**src/hdl/drt_map.svh**
```systemverilog
// offsets, field positions and reset values of the dual reload countdown timer
//
// Operation
// - two independent units, alike but for unit one's comparator source, each hold a reload period register and a separate running count register.
// - when a running count is at 0x0000 the next tick loads the reload period and counting goes on from it.
// - each unit's reload event raises its own request, first_unit_irq for unit one, second_unit_irq for unit two.
// - first_unit_irq ranks second-highest and second_unit_irq third-highest among the device's interrupts.
// - the four 16-bit registers are read/write I/O ports at 0x3A, 0x3B, 0x3E and 0x3F.
// - reading a reload or running count register returns its present contents at any moment.
// - writing a reload period leaves the running count alone until it reaches 0x0000 and reloads.
// - with the comparator enable set, unit one counts comparator events instead of its clock source.
// - writing a running count also writes the reload period and counting continues at once from the new value.
// - general control bit 8 picks unit one's source and bit 9 unit two's; clear is half master clock, set is reference.
// - general control bits 10 and 11 enable the units; clearing holds the count, setting resumes from it.
// - the maximum count and zero each last one full source tick, so underflows are reload value plus one apart.
`ifndef DRT_MAP_SVH
`define DRT_MAP_SVH

`define DRT_ADDR_W          8
`define DRT_GEN_CTRL_ADDR   8'h38
`define DRT_U1_PERIOD_ADDR  8'h3A
`define DRT_U1_COUNT_ADDR   8'h3B
`define DRT_U2_PERIOD_ADDR  8'h3E
`define DRT_U2_COUNT_ADDR   8'h3F
`define DRT_SRC_SEL_BIT     8
`define DRT_ENABLE_BIT      10
`define DRT_COUNT_ZERO      16'h0000
`define DRT_REG_RESET       16'h0000
`define DRT_RANK_NONE       2'h0
`define DRT_RANK_FIRST      2'h2
`define DRT_RANK_SECOND     2'h3

`endif

```
**src/hdl/drt_pkg.sv**
```systemverilog
// types of the dual reload countdown timer
`default_nettype none

package drt_pkg;
    typedef enum {DRT_SRC_HALF_MC, DRT_SRC_REF, DRT_SRC_COMP} drt_src_t;
    typedef logic [1:0] drt_rank_t;
endpackage

`default_nettype wire

```
**src/hdl/drt_timer.sv**
```systemverilog
// two reload countdown units with their I/O register port
`include "drt_map.svh"
`default_nettype none

module drt_timer #(
    parameter int WIDTH = 16
) (
    input  wire logic                    CLK,
    input  wire logic                    RST_N,
    input  wire logic [`DRT_ADDR_W-1:0]  IO_ADDR,
    input  wire logic [WIDTH-1:0]        IO_WDATA,
    input  wire logic                    IO_WR,
    input  wire logic                    IO_RD,
    output logic      [WIDTH-1:0]        IO_RDATA,
    input  wire logic                    REF_OSC,
    input  wire logic                    COMP_ENABLE,
    input  wire logic                    COMP_TICK,
    output logic                         FIRST_UNIT_IRQ,
    output logic                         SECOND_UNIT_IRQ,
    output drt_pkg::drt_rank_t           IRQ_RANK
);
    import drt_pkg::*;

    // ----------------------------------------------------------------
    // parameter check
    // ----------------------------------------------------------------
    if (WIDTH < 12 || WIDTH > 32)
    begin : g_width_check
        $error("drt_timer: WIDTH must lie between 12 and 32");
    end

    localparam logic [`DRT_ADDR_W-1:0] PERIOD_ADDR [2] = '{`DRT_U1_PERIOD_ADDR, `DRT_U2_PERIOD_ADDR};
    localparam logic [`DRT_ADDR_W-1:0] COUNT_ADDR  [2] = '{`DRT_U1_COUNT_ADDR, `DRT_U2_COUNT_ADDR};
    localparam logic [WIDTH-1:0]       ZERO        = WIDTH'(`DRT_COUNT_ZERO);
    localparam logic [WIDTH-1:0]       RESET_VAL   = WIDTH'(`DRT_REG_RESET);

    // ----------------------------------------------------------------
    // tick sources
    // ----------------------------------------------------------------
    logic       half_reg;
    logic       half_next;
    logic [2:0] ref_sync_reg;
    logic [2:0] ref_sync_next;
    logic       ref_lvl_reg;
    logic       ref_lvl_next;
    logic       ref_tick;
    logic       half_tick;

    always_comb
    begin
        half_next     = ~half_reg;
        ref_sync_next = {ref_sync_reg[1:0], REF_OSC};
        ref_lvl_next  = ref_lvl_reg;
        if (ref_sync_reg[1] == ref_sync_reg[2])
        begin
            ref_lvl_next = ref_sync_reg[2];
        end
        half_tick = half_reg;
        ref_tick  = ref_lvl_next & ~ref_lvl_reg;
    end

    always_ff @(posedge CLK or negedge RST_N)
    begin
        if (!RST_N)
        begin
            half_reg     <= 1'b0;
            ref_sync_reg <= 3'h0;
            ref_lvl_reg  <= 1'b0;
        end
        else
        begin
            half_reg     <= half_next;
            ref_sync_reg <= ref_sync_next;
            ref_lvl_reg  <= ref_lvl_next;
        end
    end

    // ----------------------------------------------------------------
    // general control register
    // ----------------------------------------------------------------
    logic [WIDTH-1:0] gen_ctrl_reg;
    logic [WIDTH-1:0] gen_ctrl_next;
    logic [1:0]       src_sel;
    logic [1:0]       unit_en;

    always_comb
    begin
        gen_ctrl_next = gen_ctrl_reg;
        if (IO_WR && IO_ADDR == `DRT_GEN_CTRL_ADDR)
        begin
            gen_ctrl_next = IO_WDATA;
        end
        src_sel = gen_ctrl_reg[`DRT_SRC_SEL_BIT +: 2];
        unit_en = gen_ctrl_reg[`DRT_ENABLE_BIT +: 2];
    end

    always_ff @(posedge CLK or negedge RST_N)
    begin
        if (!RST_N)
        begin
            gen_ctrl_reg <= RESET_VAL;
        end
        else
        begin
            gen_ctrl_reg <= gen_ctrl_next;
        end
    end

    // ----------------------------------------------------------------
    // counting units
    // ----------------------------------------------------------------
    logic [WIDTH-1:0] period_reg  [2];
    logic [WIDTH-1:0] period_next [2];
    logic [WIDTH-1:0] count_reg   [2];
    logic [WIDTH-1:0] count_next  [2];
    logic [1:0]       irq_reg;
    logic [1:0]       irq_next;
    logic [1:0]       tick;
    logic [1:0]       run;
    logic [1:0]       wr_period;
    logic [1:0]       wr_count;
    drt_src_t         src [2];

    always_comb
    begin
        for (int i = 0; i < 2; i++)
        begin
            src[i] = src_sel[i] ? DRT_SRC_REF : DRT_SRC_HALF_MC;
            if (i == 0 && COMP_ENABLE)
            begin
                src[i] = DRT_SRC_COMP;
            end
            case (src[i])
                DRT_SRC_HALF_MC: tick[i] = half_tick;
                DRT_SRC_REF:     tick[i] = ref_tick;
                DRT_SRC_COMP:    tick[i] = COMP_TICK;
                default:         tick[i] = 1'b0;
            endcase
            run[i]         = tick[i] & unit_en[i];
            wr_period[i]   = IO_WR && IO_ADDR == PERIOD_ADDR[i];
            wr_count[i]    = IO_WR && IO_ADDR == COUNT_ADDR[i];
            period_next[i] = period_reg[i];
            count_next[i]  = count_reg[i];
            irq_next[i]    = 1'b0;
            if (wr_count[i])
            begin
                count_next[i]  = IO_WDATA;
                period_next[i] = IO_WDATA;
            end
            else
            begin
                if (wr_period[i])
                begin
                    period_next[i] = IO_WDATA;
                end
                if (run[i])
                begin
                    if (count_reg[i] == ZERO)
                    begin
                        count_next[i] = period_reg[i];
                        irq_next[i]   = 1'b1;
                    end
                    else
                    begin
                        count_next[i] = count_reg[i] - 1'b1;
                    end
                end
            end
        end
    end

    always_ff @(posedge CLK or negedge RST_N)
    begin
        if (!RST_N)
        begin
            for (int i = 0; i < 2; i++)
            begin
                period_reg[i] <= RESET_VAL;
                count_reg[i]  <= RESET_VAL;
            end
            irq_reg <= 2'b00;
        end
        else
        begin
            for (int i = 0; i < 2; i++)
            begin
                period_reg[i] <= period_next[i];
                count_reg[i]  <= count_next[i];
            end
            irq_reg <= irq_next;
        end
    end

    // ----------------------------------------------------------------
    // request outputs
    // ----------------------------------------------------------------
    always_comb
    begin
        FIRST_UNIT_IRQ  = irq_reg[0];
        SECOND_UNIT_IRQ = irq_reg[1];
        if (irq_reg[0])
        begin
            IRQ_RANK = `DRT_RANK_FIRST;
        end
        else if (irq_reg[1])
        begin
            IRQ_RANK = `DRT_RANK_SECOND;
        end
        else
        begin
            IRQ_RANK = `DRT_RANK_NONE;
        end
    end

    // ----------------------------------------------------------------
    // read port
    // ----------------------------------------------------------------
    logic [WIDTH-1:0] rdata_reg;
    logic [WIDTH-1:0] rdata_next;

    always_comb
    begin
        rdata_next = rdata_reg;
        if (IO_RD)
        begin
            case (IO_ADDR)
                `DRT_GEN_CTRL_ADDR:  rdata_next = gen_ctrl_reg;
                `DRT_U1_PERIOD_ADDR: rdata_next = period_reg[0];
                `DRT_U1_COUNT_ADDR:  rdata_next = count_reg[0];
                `DRT_U2_PERIOD_ADDR: rdata_next = period_reg[1];
                `DRT_U2_COUNT_ADDR:  rdata_next = count_reg[1];
                default:             rdata_next = ZERO;
            endcase
        end
    end

    always_ff @(posedge CLK or negedge RST_N)
    begin
        if (!RST_N)
        begin
            rdata_reg <= RESET_VAL;
        end
        else
        begin
            rdata_reg <= rdata_next;
        end
    end

    assign IO_RDATA = rdata_reg;

    for (genvar g = 0; g < 2; g++)
    begin : g_chk

    end
endmodule

`default_nettype wire

```
**config.mk**
```make
export PLATFORM = sky130hd
export DESIGN_NAME = drt_timer
export DESIGN_NICKNAME = d
export VERILOG_FILES = /design/src/hdl/drt_pkg.sv /design/src/hdl/drt_timer.sv
export VERILOG_INCLUDE_DIRS = /design/src /design/src/hdl
export SDC_FILE = /design/constraint.sdc
export NUM_CORES = 1
export LEC_CHECK = 0
export BUFFER_PORTS_ARGS = -buffer_cell sky130_fd_sc_hd__buf_2
export CORE_MARGIN = 10
export CORE_UTILIZATION = 55
export CTS_BUF_LIST = sky130_fd_sc_hd__clkbuf_4
export CTS_CLUSTER_SIZE = 40
export DETAILED_ROUTE_END_ITERATION = 12
export PLACE_DENSITY = 0.77
export SETUP_SLACK_MARGIN = 0.02
export SLEW_MARGIN = 20
export SYNTH_ARGS = -nofsm -noshare
export SYNTH_HDL_FRONTEND = slang
export SYNTH_SLANG_ARGS = --single-unit
```
**constraint.sdc**
```tcl
create_clock -name CLK -period 1.9 [get_ports CLK]
set_input_delay 0.095 -clock CLK [delete_from_list [all_inputs] [get_ports CLK]]
set_output_delay 0.095 -clock CLK [all_outputs]
set_load 0.01 [all_outputs]
```
==> flow_summary.html <==
<table>
<tr><th>Metric</th><th>Value</th></tr>
<tr><th colspan="2">Die</th></tr>
<tr><td>Num ports</td><td>51</td></tr>
<tr><td>Height of the die</td><td>~120 um</td></tr>
<tr><td>Die W</td><td>around 120 um</td></tr>
<tr><td>Initial Util</td><td>roughly 57%</td></tr>
<tr><td>Placeable core region</td><td>between 10000 and 15000 um^2</td></tr>
<tr><td>Core Rows</td><td>37</td></tr>
<tr><td>Area of the die</td><td>around 15000 um^2</td></tr>
<tr><th colspan="2">Drt</th></tr>
<tr><td>Count of vias placed by the detailed router</td><td>between 5000 and 6000</td></tr>
<tr><td>Antenna-violating nets left</td><td>0</td></tr>
<tr><td>Detail-routed net length per standard cell</td><td>roughly 22 um</td></tr>
<tr><td>Total DRC errors in the routed layout</td><td>0</td></tr>
<tr><td>Vias per cell</td><td>between 6 and 7</td></tr>
<tr><td>Post-detailed-routing wire length</td><td>18300 um</td></tr>
<tr><td>Number of search-and-repair iterations in the first detailed-routing pass</td><td>5</td></tr>
<tr><td>Iteration-0 DRC count of the detailed router</td><td>between 600 and 700</td></tr>
<tr><th colspan="2">Worst setup path</th></tr>
<tr><td>Chain of cells forming the critical path</td><td>nor4_4 &gt; buf_4 &gt; and4_1 &gt; and3_1 &gt; nor4_2 &gt; a221o_1</td></tr>
<tr><td>Setup crit start kind</td><td>flip-flop</td></tr>
<tr><td>Critical path buffer and inverter count</td><td>1</td></tr>
<tr><td>Worst setup path class</td><td>flip-flop to flip-flop</td></tr>
<tr><td>Slowest cell on the critical path</td><td>dfrtp_2</td></tr>
<tr><td>Data arrival time of the critical path</td><td>2.31 ns</td></tr>
<tr><td>Critical path peak fanout</td><td>4</td></tr>
<tr><td>Highest cell delay on the worst timing path</td><td>around 0.48 ns</td></tr>
<tr><td>Element type at the critical path end</td><td>flip-flop</td></tr>
<tr><td>CP required</td><td>2.27 ns</td></tr>
<tr><td>CP delay by family, top</td><td>simple AND/OR/NAND/NOR gates</td></tr>
<tr><td>Register-to-register path setup slack</td><td>-0.05 ns</td></tr>
<tr><th colspan="2">STA</th></tr>
<tr><td>Crit path time final</td><td>between 1.5 and 2 ns</td></tr>
<tr><td>Hold Violations, Final</td><td>0</td></tr>
<tr><td>Post-route fraction of the period consumed by the critical path</td><td>102%</td></tr>
<tr><td>Final Hold Slack</td><td>about 0.024 ns</td></tr>
<tr><td>Final clock skew</td><td>0.0189 ns</td></tr>
<tr><td>Max_slew headroom</td><td>62.1%</td></tr>
<tr><td>Transition time at the pin with the least slew margin</td><td>between 0.5 and 0.6 ns</td></tr>
<tr><td>Smallest setup slack after layout</td><td>-0.0460 ns</td></tr>
<tr><td>Final TNS setup</td><td>-0.128 ns</td></tr>
<tr><td>Slew Limit Fails</td><td>0</td></tr>
<tr><td>Maximum clock frequency</td><td>slightly above 500 MHz</td></tr>
<tr><td>RSZ-0062 raised after global routing</td><td>true</td></tr>
<tr><td>Final setup violation count</td><td>5</td></tr>
<tr><th colspan="2">Power</th></tr>
<tr><td>IR drop worst, VDD</td><td>~0.49 mV</td></tr>
<tr><td>Leakage power</td><td>about 3.4 nW</td></tr>
<tr><td>Pwr dens</td><td>between 700 and 800 nW/um^2</td></tr>
<tr><td>Final Total Pwr</td><td>around 5.8 mW</td></tr>
<tr><th colspan="2">Clock tree</th></tr>
<tr><td># H-tree levels</td><td>3</td></tr>
<tr><td>TritonCTS Buffers</td><td>9</td></tr>
<tr><td>Clock Pin Slew Worst Setup and Hold Paths</td><td>about 0.15 ns</td></tr>
<tr><td>TritonCTS clock tree</td><td>done</td></tr>
<tr><td>Number of buffers on the longest clock path</td><td>2</td></tr>
<tr><td>Total clock sinks</td><td>103</td></tr>
<tr><td>Worst-Skew Late Latency</td><td>~0.47 ns</td></tr>
<tr><td>Clk root buf</td><td>clkbuf_4</td></tr>
<tr><th colspan="2">Min path</th></tr>
<tr><td>Classification of the worst-slack hold path</td><td>input port to async pin</td></tr>
<tr><th colspan="2">Yosys</th></tr>
<tr><td>Yosys warnings</td><td>0</td></tr>
<tr><td>FF+latch count, synth</td><td>between 100 and 150</td></tr>
<tr><td>Post-synthesis sequential area ratio</td><td>a little over two fifths</td></tr>
<tr><td>Net count after synthesis</td><td>between 600 and 700</td></tr>
<tr><td>Syn Area/Cell</td><td>just over 10 um^2</td></tr>
<tr><td>Number of standard cells after synthesis</td><td>572</td></tr>
<tr><td>Post-Syn Area</td><td>between 5000 and 6000 um^2</td></tr>
<tr><td>Async SR Flop Fraction</td><td>100%</td></tr>
<tr><td>Library cells used by synthesis</td><td>67</td></tr>
<tr><td>Number of enable-type register cells in the synthesized netlist</td><td>0</td></tr>
<tr><td>Most instantiated flip-flop cell in the synthesis netlist</td><td>dfrtp_1</td></tr>
<tr><th colspan="2">Placement</th></tr>
<tr><td>Placed standard-cell area</td><td>roughly 6800 um^2</td></tr>
<tr><td>HPWL after detailed placement</td><td>about 13000 um</td></tr>
<tr><td>Placed cell count</td><td>797</td></tr>
<tr><td>Pre-CTS setup slack</td><td>-0.0168 ns</td></tr>
<tr><td>Global placer's final weighted congestion</td><td>0.953</td></tr>
<tr><td>Port buffer count</td><td>50</td></tr>
<tr><th colspan="2">Cells and area</th></tr>
<tr><td>Cell Count, Final, Fillers Out</td><td>roughly 840</td></tr>
<tr><td>Nets</td><td>about 740</td></tr>
<tr><td>Utilization after layout</td><td>a little under three quarters</td></tr>
<tr><td>Layout cell share with drive strength beyond 1</td><td>roughly 37%</td></tr>
<tr><td>Relative area change from synthesis to final layout</td><td>25.3%</td></tr>
<tr><td>Final instance area</td><td>7380 um^2</td></tr>
<tr><th colspan="2">Global routing</th></tr>
<tr><td>Wire length of the first global-routing pass</td><td>roughly 28000 um</td></tr>
<tr><td>Maximum number of pins on one net before global-route repair</td><td>59</td></tr>
<tr><td>GRT Total Usage</td><td>between 20% and 30%</td></tr>
<tr><td>Vias in the first global route</td><td>around 5200</td></tr>
<tr><td>Number of antenna violations at the first check in global routing</td><td>1</td></tr>
<tr><td>Final global-route overflow total</td><td>0</td></tr>
<tr><th colspan="2">Run status</th></tr>
<tr><td>Violated checks</td><td>negative setup slack</td></tr>
<tr><td>Outcome</td><td>finished with violations</td></tr>
<tr><th colspan="2">Job</th></tr>
<tr><td>Max-cap check violation count</td><td>0</td></tr>
</table>
[power by group]
group,switching (mW),internal (mW)
Sequential,0.197,2.40
Combinational,1.05,0.939
Clock,0.760,0.432
[synth_stat cells (all sizes together) (5+ instances only)]
master / count / area share (%)
nand4: 5 / 0.85
a221o: 5 / 0.85
dfrtp: 103 / 44
a21oi: 36 / 3.1
nor2: 42 / 2.7
mux2i: 21 / 3.6
o22ai: 5 / 0.53
nor3: 12 / 1.0
nand2: 26 / 1.7
a22oi: 16 / 2.0
nor4: 12 / 2.4
buf: 16 / 1.4
xnor2: 7 / 1.0
clkbuf: 20 / 1.3
o211ai: 7 / 0.89
nand3: 25 / 2.1
a211oi: 7 / 0.89
and3: 12 / 1.3
mux2: 70 / 13
o21ai: 37 / 3.1
and4: 6 / 0.91
inv: 15 / 0.96
[cells in the final DEF, fill, tap and decap left out, types with 7 or more instances in the layout]
cell type	synthesis	layout
o21ai_1	12	17
mux2i_1	21	21
o211ai_1	7	7
mux2_1	15	15
and3_1	12	11
a21oi_1	36	35
nor3_1	12	7
mux2_2	55	54
xnor2_1	7	7
clkbuf_4	0	11
dlygate4sd3_1	0	19
o21ai_0	25	20
buf_6	0	7
inv_1	15	13
buf_2	11	49
nand2_1	26	25
a22oi_1	16	16
dfrtp_1	103	102
buf_4	3	78
nor2_1	41	39
nand3_1	25	24
[layer usage]
metal	vias up	GRT usage [%]	wire [um]
li1	2402	-	-
met4	0	8.22	401
met1	2626	33.3	7910
met3	46	5.06	1520
met5	-	0	0
met2	251	35.7	8510
[layout make-up]
type,instances,area (um^2)
Multi-Input combinational cell,418,3290
Fill cell,809,2990
Sequential cell,103,2580
Timing Repair Buffer,155,1140
Tap cell,136,170
Clock buffer,11,82.6
Clock inverter,5,58.8
Inverter,15,56.3
Antenna cell,1,2.50
[worst reg2reg max path, stage by stage, from the launching register on]
cell and delay (ns):
dfrtp_2 0.48, nor4_4 0.41, buf_4 0.19, and4_1 0.26
and3_1 0.20, nor4_2 0.04, a221o_1 0.27
[final timing paths]
check	start	to	cells after the start
min in group CLK	IO_RD	IO_RDATA[1]	3
hold / removal	RST_N	ref_sync_reg[0]	2
max in group asynchronous	RST_N	period_reg[18]	3
hold reg to reg	ref_sync_reg[0]	ref_sync_reg[1]	0
setup / recovery	count_reg[6]	count_reg[15]	6
setup reg to reg	count_reg[6]	count_reg[15]	6
[cells by family after synthesis]
kind of cell | count (synthesis) | share of synthesized area (%)
simple gates | 171 | 17.3
compound gates | 141 | 15.6
flops | 103 | 43.8
mux | 92 | 17.3
buf+inv | 51 | 3.68
xor+xnor | 9 | 1.34
fa+ha+maj | 5 | 1.02
[repair_timing]
| action | in CTS | in global routing |
|---|---|---|
| endpoints found under the hold margin | 185 | 0 |
| setup endpoints to repair | 16 | 27 |
| cloned | 0 | 1 |
| gates resized for setup | 17 | 36 |
| pin swaps | 5 | 10 |
| buffers inserted | 0 | 10 |
| hold buffers | 19 | 0 |
Note: power is estimated with default switching activity, not from simulation.
